**config.mk**
```make
export PLATFORM = sky130hd
export DESIGN_NAME = wts_top
export DESIGN_NICKNAME = d
export VERILOG_FILES = /design/src/wts_pkg.sv /design/src/wts_channel.sv /design/src/wts_top.sv
export VERILOG_INCLUDE_DIRS = /design/src /design/src/src
export SDC_FILE = /design/constraint.sdc
export NUM_CORES = 1
export LEC_CHECK = 0
export CAP_MARGIN = 30
export CORE_MARGIN = 5
export CORE_UTILIZATION = 72
export CTS_CLUSTER_DIAMETER = 80
export DETAILED_ROUTE_END_ITERATION = 8
export DONT_BUFFER_PORTS = 1
export GPL_ROUTABILITY_DRIVEN = 0
export PLACE_DENSITY_LB_ADDON = 0.25
export SKIP_LAST_GASP = 1
export SLEW_MARGIN = 0
export SYNTH_ARGS = -nofsm -noshare
export SYNTH_HDL_FRONTEND = slang
export SYNTH_SLANG_ARGS = --single-unit
```
**constraint.sdc**
```tcl
create_clock -name core_clk -period 11.1 [get_ports core_clk]
set_input_delay 1.11 -clock core_clk [delete_from_list [all_inputs] [get_ports core_clk]]
set_output_delay 1.11 -clock core_clk [all_outputs]
set_load 0.005 [all_outputs]
```
**src/wts_map.svh**
```systemverilog
// Register offsets, field positions and reset values of the weekly time switch
`ifndef WTS_MAP_SVH
`define WTS_MAP_SVH

// Byte offsets on the register bus
`define WTS_OFS_CTRL      5'h00
`define WTS_OFS_STATUS    5'h04
`define WTS_OFS_CH_BASE   5'h10
`define WTS_ADDR_W        5

// Control register fields
`define WTS_CTRL_EN_GATE  0
`define WTS_CTRL_EDIT_OK  1
`define WTS_CTRL_RUN_MODE 2
`define WTS_CTRL_RESET    3'h0

// Status register fields
`define WTS_STAT_SWITCH   0
`define WTS_STAT_POWER    1
`define WTS_STAT_ACTIVE   2

// Channel word fields
`define WTS_CH_FDAY_LSB   0
`define WTS_CH_FSET       3
`define WTS_CH_SDAY_LSB   4
`define WTS_CH_SSET       7
`define WTS_CH_ONH_LSB    8
`define WTS_CH_ONM_LSB    13
`define WTS_CH_ONSET      19
`define WTS_CH_OFFH_LSB   20
`define WTS_CH_OFFM_LSB   25
`define WTS_CH_OFFSET     31
`define WTS_CH_RESET      32'h0000_0000

// Time arithmetic
`define WTS_MIN_PER_HOUR  11'h03C
`define WTS_DAY_SUNDAY    3'h0
`define WTS_DAY_SATURDAY  3'h6

`endif

```
**src/wts_pkg.sv**
```systemverilog
// Types shared by the weekly time switch modules
package wts_pkg;

  // One channel: two weekdays, on point and off point
  typedef struct packed {
    logic       offSet;
    logic [5:0] offMinute;
    logic [4:0] offHour;
    logic       onSet;
    logic [5:0] onMinute;
    logic [4:0] onHour;
    logic       secondSet;
    logic [2:0] secondWeekday;
    logic       firstSet;
    logic [2:0] firstWeekday;
  } wts_chan_t;

  // Minutes since midnight
  typedef logic [10:0] wts_mins_t;

endpackage : wts_pkg

```
**src/wts_channel.sv**
```systemverilog
// One channel of the weekly time switch: event and window decode
`timescale 1ns/10ps
`default_nettype none
`include "wts_map.svh"

module wts_channel
  import wts_pkg::*;
(
  input  wire logic [31:0] cfgWord,    // Sanitised channel word
  input  wire logic [2:0]  nowWeekday, // 0 Sunday .. 6 Saturday
  input  wire logic [4:0]  nowHour,    // 0 .. 23
  input  wire logic [5:0]  nowMinute,  // 0 .. 59
  output logic             onHit,      // On point matches this minute
  output logic             offHit,     // Off point matches this minute
  output logic             inWindow    // Current time inside on period
);

  wts_chan_t  cfg;
  wts_mins_t  onTime;
  wts_mins_t  offTime;
  wts_mins_t  nowTime;
  logic [2:0] yesterday;
  logic       dayToday;
  logic       dayYesterday;
  logic       overnight;
  logic       sameTime;

  // Day range test, wrapping across the week end
  function automatic logic wts_day_ok(input wts_chan_t c, input logic [2:0] d);
    logic ok;
    ok = 1'b0;
    if (c.firstSet && c.secondSet) begin
      if (c.firstWeekday <= c.secondWeekday) begin
        ok = (d >= c.firstWeekday) && (d <= c.secondWeekday);
      end else begin
        ok = (d >= c.firstWeekday) || (d <= c.secondWeekday);
      end
    end else if (c.firstSet) begin
      ok = (d == c.firstWeekday);
    end else if (c.secondSet) begin
      ok = (d == c.secondWeekday);
    end
    return ok;
  endfunction : wts_day_ok

  // Time conversion and day lookups
  assign cfg          = wts_chan_t'(cfgWord);
  assign onTime       = wts_mins_t'(cfg.onHour * `WTS_MIN_PER_HOUR) + wts_mins_t'(cfg.onMinute);
  assign offTime      = wts_mins_t'(cfg.offHour * `WTS_MIN_PER_HOUR) + wts_mins_t'(cfg.offMinute);
  assign nowTime      = wts_mins_t'(nowHour * `WTS_MIN_PER_HOUR) + wts_mins_t'(nowMinute);
  assign yesterday    = (nowWeekday == `WTS_DAY_SUNDAY) ? `WTS_DAY_SATURDAY : nowWeekday - 3'h1;
  assign dayToday     = wts_day_ok(cfg, nowWeekday);
  assign dayYesterday = wts_day_ok(cfg, yesterday);
  assign sameTime     = cfg.offSet && (offTime == onTime);
  assign overnight    = cfg.offSet && cfg.onSet && (offTime < onTime);

  // Events; an unset point never fires
  assign onHit  = cfg.onSet && dayToday && (nowTime == onTime) && !sameTime;
  assign offHit = cfg.offSet && (overnight ? dayYesterday : dayToday)
                  && (nowTime == offTime);

  // Level used when the state is recomputed
  always_comb begin
    inWindow = 1'b0;
    if (!cfg.onSet || sameTime) begin
      inWindow = 1'b0;
    end else if (!cfg.offSet) begin
      inWindow = dayToday && (nowTime >= onTime);
    end else if (overnight) begin
      inWindow = (dayToday && (nowTime >= onTime))
                 || (dayYesterday && (nowTime < offTime));
    end else begin
      inWindow = dayToday && (nowTime >= onTime) && (nowTime < offTime);
    end
  end

endmodule : wts_channel
`default_nettype wire

```
**src/wts_top.sv**
```systemverilog
// Weekly time switch: four channels, one switch output, Avalon-MM registers
`timescale 1ns/10ps
`default_nettype none
`include "wts_map.svh"

module wts_top
  import wts_pkg::*;
#(
  parameter int NUM_CHANNELS = 4 // Channels A to D
) (
  input  wire logic        core_clk,          // 40 MHz clock
  input  wire logic        srst,              // Synchronous reset, high
  input  wire logic [4:0]  avs_address,       // Byte address
  input  wire logic        avs_read,          // Read request
  input  wire logic        avs_write,         // Write request
  input  wire logic [31:0] avs_writedata,     // Write data
  input  wire logic [3:0]  avs_byteenable,    // Byte lanes
  output logic      [31:0] avs_readdata,      // Read data
  output logic             avs_waitrequest,   // Stall
  input  wire logic [2:0]  rtcWeekday,        // Clock weekday, 0 Sunday
  input  wire logic [4:0]  rtcHour,           // Clock hour
  input  wire logic [5:0]  rtcMinute,         // Clock minute
  input  wire logic        blockEnable,       // Block enable input
  input  wire logic        supplyGood,        // Supply present, pin
  output logic             switchOutput       // Switch output
);

  logic [31:0]             chanCfg [NUM_CHANNELS];
  logic [2:0]              ctrl;
  logic                    pgS1;
  logic                    pgS2;
  logic                    pgS3;
  logic                    pgState;
  logic                    pgPrev;
  logic                    activePrev;
  logic                    needEval;
  logic [5:0]              lastMinute;
  logic [NUM_CHANNELS-1:0] onHits;
  logic [NUM_CHANNELS-1:0] offHits;
  logic [NUM_CHANNELS-1:0] windows;
  logic                    anyOn;
  logic                    anyOff;
  logic                    anyWindow;
  logic                    active;
  logic                    minuteTick;
  logic                    busReq;
  logic                    busDone;
  logic                    wrCtrl;
  logic                    wrChan;
  logic                    chanEditOk;
  logic [1:0]              chanIdx;
  logic [31:0]             laneMask;
  logic [31:0]             next_chan;

  // Channel word clean-up: keeps day and time consistent
  function automatic logic [31:0] wts_fix(input logic [31:0] oldW, input logic [31:0] newW);
    wts_chan_t o;
    wts_chan_t n;
    o = wts_chan_t'(oldW);
    n = wts_chan_t'(newW);
    if (o.firstSet && !n.firstSet) begin
      n.onSet    = 1'b0;
      n.onHour   = 5'h00;
      n.onMinute = 6'h00;
    end else if (n.onSet && !n.firstSet) begin
      n.firstSet     = 1'b1;
      n.firstWeekday = `WTS_DAY_SUNDAY;
    end
    if (o.secondSet && !n.secondSet) begin
      n.offSet    = 1'b0;
      n.offHour   = 5'h00;
      n.offMinute = 6'h00;
    end else if (n.offSet && !n.secondSet) begin
      n.secondSet     = 1'b1;
      n.secondWeekday = `WTS_DAY_SUNDAY;
    end
    if (n.secondSet && !n.firstSet) begin
      n.firstSet     = 1'b1;
      n.firstWeekday = `WTS_DAY_SUNDAY;
      n.onSet        = 1'b1;
      n.onHour       = 5'h00;
      n.onMinute     = 6'h00;
    end
    if (n.firstSet && !n.onSet) begin
      n.onSet    = 1'b1;
      n.onHour   = 5'h00;
      n.onMinute = 6'h00;
    end
    if (n.secondSet && !n.offSet) begin
      n.offSet    = 1'b1;
      n.offHour   = 5'h00;
      n.offMinute = 6'h00;
    end
    return 32'(n);
  endfunction : wts_fix

  // One decoder per channel
  for (genvar g = 0; g < NUM_CHANNELS; g++) begin : gChan
    wts_channel uChan (
      .cfgWord    (chanCfg[g]),
      .nowWeekday (rtcWeekday),
      .nowHour    (rtcHour),
      .nowMinute  (rtcMinute),
      .onHit      (onHits[g]),
      .offHit     (offHits[g]),
      .inWindow   (windows[g])
    );
  end

  // Channel results merged onto one output
  assign anyOn     = |onHits;
  assign anyOff    = |offHits;
  assign anyWindow = |windows;
  assign active    = !ctrl[`WTS_CTRL_EN_GATE] || blockEnable;
  assign minuteTick = (rtcMinute != lastMinute);

  // Bus decode
  assign busReq     = avs_read || avs_write;
  assign busDone    = busReq && !avs_waitrequest;
  assign wrCtrl     = busDone && avs_write && (avs_address == `WTS_OFS_CTRL);
  assign wrChan     = busDone && avs_write && (avs_address[4] == 1'b1);
  assign chanIdx    = avs_address[3:2];
  assign chanEditOk = !ctrl[`WTS_CTRL_RUN_MODE] || ctrl[`WTS_CTRL_EDIT_OK];
  assign laneMask   = {{8{avs_byteenable[3]}}, {8{avs_byteenable[2]}},
                       {8{avs_byteenable[1]}}, {8{avs_byteenable[0]}}};
  assign next_chan  = wts_fix(chanCfg[chanIdx],
                              (chanCfg[chanIdx] & ~laneMask) | (avs_writedata & laneMask));

  // Supply pin synchroniser, change taken when stages two and three agree
  always_ff @(posedge core_clk) begin
    if (srst) begin
      pgS1    <= 1'b0;
      pgS2    <= 1'b0;
      pgS3    <= 1'b0;
      pgState <= 1'b0;
    end else begin
      pgS1 <= supplyGood;
      pgS2 <= pgS1;
      pgS3 <= pgS2;
      if (pgS2 == pgS3) begin
        pgState <= pgS3;
      end
    end
  end

  // Wait state: one stall cycle per request
  always_ff @(posedge core_clk) begin
    if (srst) begin
      avs_waitrequest <= 1'b1;
    end else begin
      avs_waitrequest <= !(busReq && avs_waitrequest);
    end
  end

  // Read data, captured in the stall cycle
  always_ff @(posedge core_clk) begin
    if (srst) begin
      avs_readdata <= 32'h0000_0000;
    end else if (avs_read && avs_waitrequest) begin
      avs_readdata <= 32'h0000_0000;
      if (avs_address == `WTS_OFS_CTRL) begin
        avs_readdata <= {29'h0000_0000, ctrl};
      end else if (avs_address == `WTS_OFS_STATUS) begin
        avs_readdata <= {29'h0000_0000, active, pgState, switchOutput};
      end else if (avs_address[4]) begin
        avs_readdata <= chanCfg[chanIdx];
      end
    end
  end

  // Control register
  always_ff @(posedge core_clk) begin
    if (srst) begin
      ctrl <= `WTS_CTRL_RESET;
    end else if (wrCtrl && avs_byteenable[0]) begin
      ctrl <= avs_writedata[2:0];
    end
  end

  // Channel words; nothing survives a reset
  always_ff @(posedge core_clk) begin
    if (srst) begin
      for (int i = 0; i < NUM_CHANNELS; i++) begin
        chanCfg[i] <= `WTS_CH_RESET;
      end
    end else if (wrChan && chanEditOk) begin
      chanCfg[chanIdx] <= next_chan;
    end
  end

  // Edge history of supply, enable and minute
  always_ff @(posedge core_clk) begin
    if (srst) begin
      pgPrev     <= 1'b0;
      activePrev <= 1'b0;
      lastMinute <= 6'h00;
    end else begin
      pgPrev     <= pgState;
      activePrev <= active;
      lastMinute <= rtcMinute;
    end
  end

  // Recompute request after reset, power-up, enable or new settings
  always_ff @(posedge core_clk) begin
    if (srst) begin
      needEval <= 1'b1;
    end else if ((pgState && !pgPrev) || (active && !activePrev) || wrChan) begin
      needEval <= 1'b1;
    end else if (pgState && active) begin
      needEval <= 1'b0;
    end
  end

  // Switch output state
  always_ff @(posedge core_clk) begin
    if (srst) begin
      switchOutput <= 1'b0;
    end else if (!pgState || !active) begin
      switchOutput <= 1'b0;
    end else if (needEval) begin
      switchOutput <= anyWindow;
    end else if (minuteTick && anyOff) begin
      switchOutput <= 1'b0;
    end else if (minuteTick && anyOn) begin
      switchOutput <= 1'b1;
    end
  end

  // Checks
  function automatic logic wts_orphan_time(input logic [31:0] w);
    return (w[`WTS_CH_ONSET] && !w[`WTS_CH_FSET]) || (w[`WTS_CH_OFFSET] && !w[`WTS_CH_SSET]);
  endfunction : wts_orphan_time
endmodule : wts_top
`default_nettype wire

```
# Word level (Yosys, flattened, before mapping)
# Memories as Yosys holds them, arrays and structs flattened.
# Index checks and enable logic that the tools add are counted.
# W data, S select, Z words.
dict set report op_classes {
  add_sub_neg 10
  multipliers 9
  n_lt_le_gt_ge 32
  n_eq_ne 31
  muxes 73
  bitwise_logic 4
  reduce_logical 128
}
# op n
set ops {}
lappend ops {{$eq A11 B11 Y1} 12}
lappend ops {{$mux W32} 4}
lappend ops {{$add A11 B6 Y11} 9}
lappend ops {{$lt A11 B11 Y1} 8}
lappend ops {{$mul A5 B4 Y9 const B} 9}
lappend ops {{$logic_and A1 B1 Y1} 76}
lappend ops {{$and A32 B32 Y32} 2}
lappend ops {{$mux W12} 5}
lappend ops {{$mux W1} 57}
lappend ops {{$eq A3 B3 Y1} 16}
lappend ops {{$ge A11 B11 Y1} 4}
lappend ops {{$le A3 B3 Y1} 12}
lappend ops {{$not A32 Y32} 1}
lappend ops {{$or A32 B32 Y32} 1}
lappend ops {{$reduce_or A32 Y1} 1}
lappend ops {{$ge A3 B3 Y1} 8}
lappend ops {{$logic_or A1 B1 Y1} 22}
lappend ops {{$logic_not A1 Y1} 21}
lappend ops {{$mux W4} 5}
lappend ops {{$reduce_or A4 Y1} 3}
lappend ops {{$ne A6 B6 Y1} 1}
lappend ops {{$eq A5 B3 Y1 const B} 1}
lappend ops {{$logic_not A5 Y1} 1}
lappend ops {{$reduce_or A2 Y1} 2}
lappend ops {{other kinds (6)} 6}
dict set report word_totals {
  register_bits 50
  ram_bits 128
  in_bits 61
  output_inout_bits 34
  elab_cells 300
  memories 1
}
# name words width read_ports rd_clocked_by_memory_dff write_ports line_no
set mem_list {}
lappend mem_list {chanCfg 4 32 5 0 4 wts_top.sv:28} ;# logic [31:0] chanCfg [NUM_CHANNELS];

# Logic depth before layout (Yosys ltp)
# Gate-level depths: netlist (run 1).
dict set report depth {
  word_depth 14
  ltp_mapped 21
  mapped_depth_nobuf 21
}

# By module
# A second synthesis (run 1) with hierarchy kept.
dict set report unflattened {
  hier_cells 2237
  area_unflattened_um2 21339.2
}
# module n_inst cells_per_inst area_per_inst_um2
set by_module_without_submodules {}
lappend by_module_without_submodules {wts_top 1 583 7719.9}
lappend by_module_without_submodules {{wts_channel at gChan[1].uChan} 1 415 3414.5}
lappend by_module_without_submodules {{wts_channel at gChan[3].uChan} 1 412 3410.8}
lappend by_module_without_submodules {{wts_channel at gChan[2].uChan} 1 414 3399.5}
lappend by_module_without_submodules {{wts_channel at gChan[0].uChan} 1 413 3394.5}

# Least setup slack after synthesis (run 1)
# No wires, ideal clock.
dict set report synth_path {
  path_type {input port to flip-flop}
  from {input port rtcHour[0]}
  to {register switchOutput}
  setup_time_ns 0.124
  arrival_time_ns 5.844
  slack_ns 5.132
  path_stages 21
  path_buffers 0
  cell_sequence {fa_1 inv_1 fa_1 inv_1 fa_1 ha_1 nand2_1 o21ai_0 o21ai_0 xnor2_1 ha_1 o211ai_1 a21oi_1 a2111o_1 maj3_1 a31oi_1 o21ai_0 a41oi_1 o31ai_1 a211oi_2 a211oi_2}
}
dict set report synth_via {
  elab_chain_len 10
}
# item line_no
set synth_lines {}
lappend synth_lines {{from (decl)} wts_top.sv:21} ;# input wire logic [4:0] rtcHour,
lappend synth_lines {{$mul A5 B4 Y9 (no source line) (*)} -}
lappend synth_lines {{$add A11 B6 Y11 (*)} wts_channel.sv:50} ;# assign nowTime = wts_mins_t'(nowHour * `WTS_MIN_PER_HOUR) + wts_mins_t'(nowMinute);
lappend synth_lines {{$ge A11 B11 Y1 / $lt A11 B11 Y1 (equally long branches)} -}
lappend synth_lines {{$logic_and A1 B1 Y1 (on tied branches)} -}
lappend synth_lines {{$logic_and A1 B1 Y1 / $logic_or A1 B1 Y1 (equally long branches)} {wts_channel.sv:73, wts_channel.sv:71}}
lappend synth_lines {{$mux W1} wts_channel.sv:69} ;# end else if (overnight) begin
lappend synth_lines {{$mux W1} wts_channel.sv:67} ;# end else if (!cfg.offSet) begin
lappend synth_lines {{$mux W1} wts_channel.sv:65} ;# if (!cfg.onSet || sameTime) begin
lappend synth_lines {{$reduce_or A4 Y1} wts_top.sv:113} ;# assign anyWindow = |windows;
lappend synth_lines {{$mux W1} wts_top.sv:221} ;# end else if (needEval) begin
lappend synth_lines {{to (signal assigned)} wts_top.sv:222} ;# switchOutput <= anyWindow;
lappend synth_lines {{to (decl)} wts_top.sv:25} ;# output logic switchOutput
# Mark *: on every way between the ends. The rest lies on a longest branch, timed or not.
# A chain may end at the register's enable or synchronous reset.

# Worst setup path in the final report (run 1)
# Same ends and word-level chain as after synthesis.

==> results of run 1 <==
cell type report:
type / instances / area, um2
Clock buffer: 17 / 425
Clock inverter: 15 / 225
Fill cell: 1805 / 6190
Inverter: 323 / 1210
Multi-Input combinational cell: 1514 / 13500
Sequential cell: 178 / 4840
Tap cell: 341 / 427
Timing Repair Buffer: 12 / 120
logic make-up after synthesis:
family / count (synthesis)
adder cells (fa/ha/maj): 400
multiplexers: 74
AND/OR/NAND/NOR: 525
XOR/XNOR: 113
buffers and inverters: 364
AO/OA/AOI/OAI: 402
flip-flops: 178
Yosys cell counts, types with 7 or more instances:
library cell / number
a211o_1: 10
a211oi_1: 8
a211oi_2: 9
a21o_1: 30
a21oi_1: 70
a22oi_1: 30
a31oi_1: 16
a41oi_1: 8
and3_1: 10
buf_1: 11
clkbuf_1: 28
dfxtp_1: 50
edfxtp_1: 128
fa_1: 72
ha_1: 314
inv_1: 320
maj3_1: 14
mux2i_1: 35
mux4_2: 32
nand2_1: 44
nand2b_1: 27
nand3_1: 32
nand4_1: 33
nor2_1: 191
nor2b_1: 54
nor3_1: 23
nor3b_1: 7
o2111ai_1: 8
o211ai_1: 15
o21a_1: 40
o21ai_0: 58
o21ai_1: 7
o31ai_1: 9
or2_1: 8
or2_2: 30
or3_1: 7
or4b_1: 8
xnor2_1: 73
xor2_1: 30
sequential cells by signal, summed over array words and instances, names as in the netlist, 3 cells and up:
name	count
chanCfg	128
avs_readdata	32
lastMinute	6
ctrl	3
report_power, final:
group	internal (W)	switching (W)
combinational	0.000704	0.00101
clock	0.000335	0.000347
sequential	0.000735	0.0000331
total	0.00177	0.00139
worst max-delay path by stage:
stage | end | cells after the start | slack [ns]
after global routing | switchOutput$_SDFFE_PP0P_ | 22 | 4.96
after detailed placement | switchOutput$_SDFFE_PP0P_ | 22 | 4.87
after CTS | switchOutput$_SDFFE_PP0P_ | 22 | 5.25
final | switchOutput$_SDFFE_PP0P_ | 22 | 5.18
after global placement | switchOutput$_SDFFE_PP0P_ | 22 | 4.99
after floorplan | switchOutput$_SDFFE_PP0P_ | 21 | 5.13
stage by stage:
| step | hold slack (ns) | util (%) | instance area, um2 | instances | total power (W) |
|---|---|---|---|---|---|
| 3_5_place_dp | 0.442 | 74.6 | 20100 | 2368 | 0.00240 |
| 5_1_grt | 0.472 | 77.0 | 20800 | 2400 | 0.00333 |
| 6_report | 0.446 | 77.0 | 20800 | 2400 | 0.00317 |
| 4_1_cts | 0.449 | 77.0 | 20800 | 2400 | 0.00309 |
| 2_1_floorplan | 0.414 | - | 19700 | 2056 | 0.00201 |
| 3_3_place_gp | 0.439 | 74.4 | 20100 | 2365 | 0.00231 |
layer usage:
| metal | wire length (um) | track usage (%) | up-vias |
|---|---|---|---|
| met5 | 15 | 0 | - |
| met4 | 3750 | 20.1 | 2 |
| met3 | 6710 | 8.93 | 285 |
| met2 | 25900 | 60.2 | 1074 |
| met1 | 20500 | 45.3 | 7857 |
| li1 | - | - | 7310 |
worst reg2reg max path, stage by stage (launching register included):
cell	delay, ns
edfxtp_1	0.49
fa_1	0.60
inv_1	0.06
fa_1	0.48
fa_1	0.51
inv_1	0.04
ha_1	0.34
o21ai_0	0.15
a2111oi_0	0.71
nand3_1	0.23
xor2_2	0.42
ha_1	0.23
inv_1	0.05
a2111oi_0	0.36
a31oi_1	0.14
o311ai_2	0.10
nand4_1	0.13
a32o_1	0.31
a211oi_2	0.26
a211oi_2	0.10
==> results.tsv, run 1 <==
metric	value	unit
status	finished clean	
drt_pass1_iterations	7	
relSlewSlack	31.9	%
min_from	pgS1$_SDFF_PP0_	
initial_core_util	73.2	%
synth-simple-area-share	14.1	%
reg2reg_slack	5.31	ns
grt_max_degree	46	
first_global_vias	16548	
grtUsageTotal	36.8	%
report.final.slew_viol_count	0	
dpl.hpwl	43.3	mm
wl_per_cell	23.7	um
fin_nets	2493	
hold_depth	1	
min_to	pgS2$_SDFF_PP0_	
synth_fp_nets	2503	
synth_area_leaders	ha_1 (20%), edfxtp_1 (19%), fa_1 (7.3%)	
tritoncts	done	
numPortBuffers	0	
grt_pass1_wl	89.2	mm
io_pins	95	
hp-class	reg -> reg	
synth-seq-cells	178	
r2r_start	chanCfg[3][20]$_DFFE_PP_	
setup_tns	0	ns
r2r_end	switchOutput$_SDFFE_PP0P_	
clock.fmax	169	MHz
path_class	in -> reg	
drive_gt1_share	8.31	%
synth_top_family_by_area	adder cells	
wirelength	56.9	mm
first_iter_violations	1962	
r2r_cells	19	
cp.arrival	6.26	ns
setup.worst_path.start	rtcHour[0]	
worst-path-buf-inv	3	
synth_top_area_share	19.9	%
via_per_inst	6.89	
pre_cts_slack	4.87	ns
overflow	0	
drc	0	
hold_viol	0	
crit_slowest_cell	fa_1	
ir_worst_vdd	0.000138	V
area_growth	5.25	%
maxCapViolations	0	
worst-path-max-fanout	8	
synth_compound_area_share	15.0	%
period_needed	5.92	ns
synth_edf_count	128	
ys_types	113	
finalCritPeriodShare	53.4	%
die_h	176	um
clk_pin_slew	0.09	ns
clk_latency	0.46	ns
tightest_slew	1.01	ns
synth_fa_ha_area_share	27.9	%
die_x	176	um
clockBufferDepth	2	
cp-start-kind	input port	
yosysTopAreaCell	ha_1	
synth_warnings	0	
clock_sinks	178	
setup_viol	0	
postSynthCellCount	2056	
cts_setup_buffers	0	
antenna_cells	0	
critical-path-max-stage-delay	0.56	ns
rsz0062_at_grt	no	
cts-root-buf	clkbuf_16	
yosys-mux-area-fraction	5.85	%
num_rows	60	
die-area	30800	um2
core_area	27000	um2
setup_ws	5.18	ns
leakage	9.27	nW
vias	16528	
path_cells	fa_1 -> inv_1 -> fa_1 -> inv_1 -> fa_1 -> ha_1 -> nand2_1 -> o21ai_0 -> o21ai_0 -> xnor2_1 -> buf_4 -> ha_1 -> and3_1 -> o21ai_0 -> a21oi_1 -> a211o_1 -> maj3_1 -> o2111ai_1 -> nand4_1 -> a32o_1 -> a211oi_2 -> a211oi_2	
critPathTopFamily	adder cells	
cp.required	11.44	ns
avgSynthCellArea	9.59	um2
finClkSkew	0.0143	ns
layout_commonest_cell	inv_1	
synth_xor_xnor_area_share	5.51	%
ys.flop_type	edfxtp_1	
ant_nets	0	
layout_common_cells	inv_1 (320), ha_1 (314), nor2_1 (191), edfxtp_1 (128), xnor2_1 (73)	
synth_area	19700	um2
crit_path_end_kind	flip-flop	
cts_buffers	17	
cts-resized-gates	0	
h-tree-depth	4	
antenna_found_initial	1	
synth-async-reset-ratio	0	%
powerDensity	153	nW/um2
cts_hold_buffers	0	
synth_seq_area_share	24.6	%
No activity file was read; power rests on OpenSTA's default activity.
==> run 2, diff against run 1 <==
ABC_AREA = 1   (was unset)
CORE_UTILIZATION = 60   (was 72)
clock period = 5.24 ns   (was 11.1 ns; I/O delays follow)
==> run 2 against run 1 <==
  * Largest cell class unchanged
  * Die area is 19% higher
  * Cell area is 1.4% higher
  * Area after synthesis hardly changed
  * Clock skew is 0.013 ns higher
  * First-iteration DRC count is 14% lower
  * Synthesized cell count is 29% higher
==> results.tsv, run 2 <==
metric	value	unit	change
status	finished clean		
r2r_start	chanCfg[0][8]$_SDFFCE_PN0P_		
wirelength	59.5	mm	+4.6%
die-area	36600	um2	+19%
cp-endpoint	switchOutput$_SDFFE_PP0P_		
cts-root-buf	clkbuf_16		
drt_pass1_iterations	6		-1
grt_pass1_wl	92.2	mm	+3.3%
synth_area_leaders	ha_1 (20%), edfxtp_1 (19%), nand2_1 (11%)		
clk_latency	0.48	ns	+0.02 ns
dpl.hpwl	47.2	mm	+9.0%
synth-async-reset-ratio	0	%	unchanged
crit_slowest_cell	fa_1		
layout_commonest_cell	nand2_1		
synth_seq_area_share	24.5	%	about the same
initial_core_util	60.7	%	-13 points
yosysTopAreaCell	ha_1		
num_rows	66		+10%
wl_per_cell	19.1	um	-19%
setup_tns	0	ns	unchanged
setup_viol	0		unchanged
grt_max_degree	44		-4.3%
path_cells	fa_1 -> inv_1 -> fa_1 -> fa_1 -> inv_1 -> ha_4 -> nand2_1 -> nor2_1 -> a211oi_1 -> or3b_2 -> nor3b_2 -> xor2_1 -> ha_1 -> nand3_1 -> nand3_1 -> nor2_1 -> nand2_1 -> nand2_1 -> nand3_1 -> nand2_1 -> o21ai_1 -> a21oi_1 -> nor2_1		
clockBufferDepth	2		unchanged
worst-path-max-fanout	4		-4
clock_sinks	178		unchanged
postSynthCellCount	2648		+29%
nFillCells	2805		+55%
cts_buffers	17		unchanged
layout_common_cells	nand2_1 (601), inv_1 (466), ha_1 (313), nor2_1 (267), nand3_1 (171)		
instances_no_fill	3116		+30%
first_iter_violations	1685		-14%
worst_path_most_repeated_cell	nand2_1		
hp-class	in -> reg		
report.final.slew_viol_count	0		unchanged
netlist_top_cells_count	nand2_1 (601), inv_1 (466), ha_1 (314)		
fin_nets	3108		+25%
antenna_found_initial	0		-1
ys.flop_type	edfxtp_1		
cts_hold_buffers	0		unchanged
path_class	reg -> reg		
finClkSkew	0.0271	ns	+0.0129 ns
relSlewSlack	24.6	%	-7.3 points
powerDensity	295	nW/um2	+93%
synth_top_area_share	19.9	%	about the same
regMostFlops	chanCfg		
ys_types	55		-51%
r2r_end	switchOutput$_SDFFE_PP0P_		
first_global_vias	17931		+8.4%
total_power	0.00621	W	+96%
drc	0		unchanged
synth-seq-cells	178		unchanged
crit_path_end_kind	flip-flop		
tightest_slew	1.12	ns	+0.112 ns
ant_nets	0		unchanged
r2r_cells	23		+4
ir_worst_vdd	0.000296	V	+110%
synth_warnings	0		unchanged
clock.fmax	202	MHz	
reg2reg_slack	0.28	ns	-5.03 ns
synth.most_common_cell	nand2_1		
h-tree-depth	4		unchanged
synth_edf_count	128		unchanged
rsz0062_at_grt	no		
cp.arrival	5.35	ns	-0.91 ns
hold_viol	0		unchanged
avgSynthCellArea	7.45	um2	-22%
overflow	0		unchanged
dp.cells	3079		+30%
maxCapViolations	0		unchanged
die_h	191	um	+9.0%
via_per_inst	5.92		-14%
period_needed	4.96	ns	
tritoncts	done		
vias	18460		+12%
io_pins	95		unchanged
core_area	32500	um2	+21%
synth_area	19700	um2	about the same
antenna_cells	0		unchanged
synth_fp_nets	3095		+24%
cp.required	5.63	ns	-5.81 ns
setup.worst_path.start	chanCfg[0][8]$_SDFFCE_PN0P_		
die_x	191	um	+9.0%
area_growth	6.59	%	
cp-start-kind	flip-flop		
finalCritPeriodShare	94.6	%	
numPortBuffers	0		unchanged
leakage	10.7	nW	+16%
drive_gt1_share	3.52	%	-4.8 points
clk_pin_slew	0.10	ns	about the same
largest_reg_flops	128		unchanged
critical-path-max-stage-delay	0.59	ns	+0.03 ns
grtUsageTotal	32.3	%	-4.5 points
top_regs	chanCfg: 128 flops, avs_readdata: 32 flops, lastMinute: 6 flops		
run 2: cell types whose count changed in the layout (fill, tap and decap cells not counted), sizes merged, moves of 26 or more:
cell / delta
nand3: +138
or2: -26
nor2: +76
mux4: -32
nand4: +32
inv: +156
nand2b: -27
nand2: +557
a21oi: +75
nor2b: -55
o21a: -33
xnor2: -56
run 2: repair_timing:
item	in CTS	in global routing
endpoints found under the setup margin	0	1
setup buffers	0	5
gates resized for setup	0	3
run 2: final cells by class:
class	count	area, um2	area share, %
timing repair buffer	30	238	1.13
inverter	478	1790	8.53
clock inverter	14	158	0.749
clock buffer	18	450	2.14
tap	442	553	2.63
sequential	178	4840	23.0
multi-input combinational	1956	13000	61.8
run 2: how the worst min path moves through the flow:
| stage | from | end | slack, ns | depth (start not counted) |
|---|---|---|---|---|
| global route | srst | avs_readdata[5]$_SDFFE_PP0P_ | 0.11 | 1 |
| CTS | srst | avs_readdata[26]$_SDFFE_PP0P_ | 0.10 | 1 |
| floorplan | pgS1$_SDFF_PP0_ | pgS2$_SDFF_PP0_ | 0.39 | 2 |
| finish | srst | avs_readdata[3]$_SDFFE_PP0P_ | 0.10 | 1 |
| global placement | pgS1$_SDFF_PP0_ | pgS2$_SDFF_PP0_ | 0.39 | 2 |
| detailed placement | pgS1$_SDFF_PP0_ | pgS2$_SDFF_PP0_ | 0.40 | 2 |
run 2: critical path: cells and delay by family (launching register included):
kind / cells / cell delay, ns
DFF: 1 / 0.46
xor gates and xnor gates: 1 / 0.27
adders and majority gates: 5 / 2.13
and+or+nand+nor: 12 / 1.59
buffers and inverters: 2 / 0.12
AOI/OAI and AO/OA: 3 / 0.30
run 2: metal layers:
layer	up-vias	part of all wire (%)	global-route usage (%)
met5	-	0	0
met4	0	5.0	14.8
met3	221	11	7.96
met2	932	46	53.5
met1	8509	38	39.9
li1	8798	-	-
run 2: power by group:
| group | internal (W) | switching, W | total [W] | leakage, nW |
|---|---|---|---|---|
| logic | 0.00118 | 0.00206 | 0.00324 | 8.69 |
| registers | 0.00156 | 0.0000626 | 0.00162 | 1.73 |
| clock network | 0.000669 | 0.000674 | 0.00134 | 0.299 |
| total | 0.00341 | 0.00280 | 0.00621 | 10.7 |
run 2: metrics by stage:
stage / hold slack, ns / utilization, % / area (um2) / worst slack (ns)
after floorplan: 0.388 / - / 19700 / 0.703
after global placement: 0.393 / 62.6 / 20400 / 0.334
after detailed placement: 0.398 / 62.6 / 20400 / 0.221
after CTS: 0.105 / 64.5 / 21000 / 0.245
after global routing: 0.108 / 64.7 / 21000 / 0.0232
final: 0.102 / 64.7 / 21000 / 0.283
run 2: cells by family (layout without fill, tap and decap cells):
group | count (synthesis) | count (layout) | synth area share, %
muxes | 10 | 10 | 0.507
and+or+nand+nor | 1159 | 1159 | 24.8
adders and majority gates | 386 | 386 | 27.2
buffers and inverters | 514 | 540 | 9.79
DFF | 178 | 178 | 24.5
AOI/OAI and AO/OA | 346 | 346 | 10.8
xor gates and xnor gates | 55 | 55 | 2.44
==> run 3, diff against run 2 <==
CORE_MARGIN = 3   (was 5)
CORE_UTILIZATION = 61   (was 60)
CTS_BUF_LIST = sky130_fd_sc_hd__clkbuf_4   (was unset)
==> run 3 against run 2 <==
  * Power shrank 7.8%
  * Register-to-register slack gained 0.08 ns
  * Global-route usage grew 1.9 points
  * Maximum frequency grew 1.7%
  * Die area shrank 5.7%
  * First-iteration DRC count grew 3.6%
  * Largest cell class unchanged
  * Largest power group unchanged
==> results.tsv, run 3 (same netlist as run 2, synthesis figures left out) <==
metric	value	unit	change
first_iter_violations	1746		+3.6%
clk_latency	0.72	ns	+0.24 ns
die_h	186	um	-2.9%
tritoncts	done		
hold_viol	0		unchanged
finalCritPeriodShare	93.0	%	-1.6 points
core_area	31700	um2	-2.5%
overflow	0		unchanged
clk_pin_slew	0.27	ns	+0.17 ns
report.final.slew_viol_count	0		unchanged
cp.required	5.94	ns	+0.31 ns
antenna_found_initial	1		+1
initial_core_util	62.2	%	+1.6 points
path_class	reg -> reg		
grt_pass1_wl	91.9	mm	-0.34%
cts-root-buf	clkbuf_4		
finClkSkew	0.0884	ns	+0.0613 ns
num_rows	65		-1.5%
worst_path_most_repeated_cell	nand2_1		
powerDensity	276	nW/um2	-6.5%
total_power	0.00572	W	-7.8%
hp-class	in -> reg		
die_x	186	um	-2.9%
r2r_start	chanCfg[0][8]$_SDFFCE_PN0P_		
h-tree-depth	4		unchanged
cp.arrival	5.57	ns	+0.22 ns
dpl.hpwl	46.4	mm	-1.5%
clock_sinks	178		unchanged
drc	0		unchanged
crit_path_end_kind	flip-flop		
relSlewSlack	31.0	%	+6.4 points
crit_slowest_cell	fa_1		
clockBufferDepth	2		unchanged
critical-path-max-stage-delay	0.58	ns	about the same
leakage	10.6	nW	-1.2%
die-area	34600	um2	-5.7%
largest_reg_flops	128		unchanged
layout_common_cells	nand2_1 (601), inv_1 (466), ha_1 (314), nor2_1 (267), nand3_1 (171)		
grt_max_degree	41		-6.8%
cts_buffers	17		unchanged
holdWs	0.0443	ns	-0.0581 ns
dp.cells	3036		-1.4%
rsz0062_at_grt	no		
drive_gt1_share	3.13	%	-0.38 points
hold_depth	2		+1
setup.worst_path.start	chanCfg[0][8]$_SDFFCE_PN0P_		
numPortBuffers	0		unchanged
grtUsageTotal	34.3	%	+1.9 points
tightest_slew	1.04	ns	-0.0876 ns
clock.fmax	205	MHz	+1.7%
ant_nets	0		unchanged
area_growth	5.07	%	
setup_viol	0		unchanged
via_per_inst	6.02		+1.6%
first_global_vias	17991		+0.33%
top_regs	chanCfg: 128 flops, avs_readdata: 32 flops, lastMinute: 6 flops		
instances_no_fill	3083		-1.1%
ir_worst_vdd	0.000221	V	-25%
maxCapViolations	0		unchanged
period_needed	4.87	ns	-0.0848 ns
regMostFlops	chanCfg		
layout_commonest_cell	nand2_1		
worst-path-max-fanout	4		unchanged
path_cells	fa_1 -> inv_1 -> fa_1 -> fa_1 -> inv_1 -> ha_1 -> nand2_1 -> nor2_1 -> a211oi_1 -> or3b_2 -> nor3b_1 -> xor2_1 -> ha_1 -> nand3_1 -> nand3_1 -> nor2_1 -> nand2_1 -> nor2_1 -> nand2_1 -> nand2_1 -> nand2_1 -> nand3_1 -> o21ai_1 -> nor2_1		
wl_per_cell	19.0	um	-0.47%
status	finished clean		
wirelength	58.6	mm	-1.5%
min_from	blockEnable		
cp-start-kind	flip-flop		
final_util	65.4	%	+0.72 points
r2r_cells	24		+4.3%
vias	18550		+0.49%
setup_tns	0	ns	unchanged
drt_pass1_iterations	7		+1
io_pins	95		unchanged
fin_nets	3114		+0.19%
-- run 3: worst paths after layout --
path                                                  end  slack [ns]
worst max-delay path            switchOutput$_SDFFE_PP0P_        0.37
worst min register to register            pgS2$_SDFF_PP0_        0.43
worst max register to register  switchOutput$_SDFFE_PP0P_        0.37
worst min-delay path                activePrev$_SDFF_PP0_        0.04
-- run 3: cell type report --
cell class,count,area [um2]
multi-input combinational,1956,13000
fill,2756,11000
sequential,178,4840
inverter,478,1790
tap,402,503
timing repair buffer,36,319
clock inverter,15,171
clock buffer,17,128
antenna,1,2.50
-- run 3: worst max-delay path: cells and delay by family (launching register included) --
family | cells | cell delay (ns)
AO/OA/AOI/OAI | 2 | 0.13
flip-flops | 1 | 0.49
adder cells (fa/ha/maj) | 5 | 2.19
buffers and inverters | 2 | 0.09
AND/OR/NAND/NOR | 14 | 1.69
XOR/XNOR | 1 | 0.29
-- run 3: layer usage --
metal / GRT usage, % / wire length [um] / vias up
met5: 0 / 0 / -
li1: - / - / 8801
met1: 42.9 / 23100 / 8577
met2: 55.3 / 25900 / 935
met4: 18.1 / 3420 / 0
met3: 7.99 / 6210 / 237
-- run 3: per-stage QoR --
step / setup WS [ns] / instance area [um2]
2_1_floorplan: 0.703 / 19700
3_3_place_gp: 0.388 / 20300
3_5_place_dp: 0.318 / 20300
4_1_cts: 0.360 / 20700
5_1_grt: 0.0471 / 20700
6_report: 0.368 / 20700
-- run 3: what timing repair did --
action	CTS	global route
setup buffers	0	0
endpoints found under the hold margin	45	0
hold buffers	14	0
resized for setup	0	0
-- run 3: where the power goes --
group	total (W)	switching [W]	internal, W
Sequential	0.00162	0.0000595	0.00156
Clock	0.000845	0.000618	0.000227
Combinational	0.00326	0.00208	0.00118
Total	0.00572	0.00275	0.00297
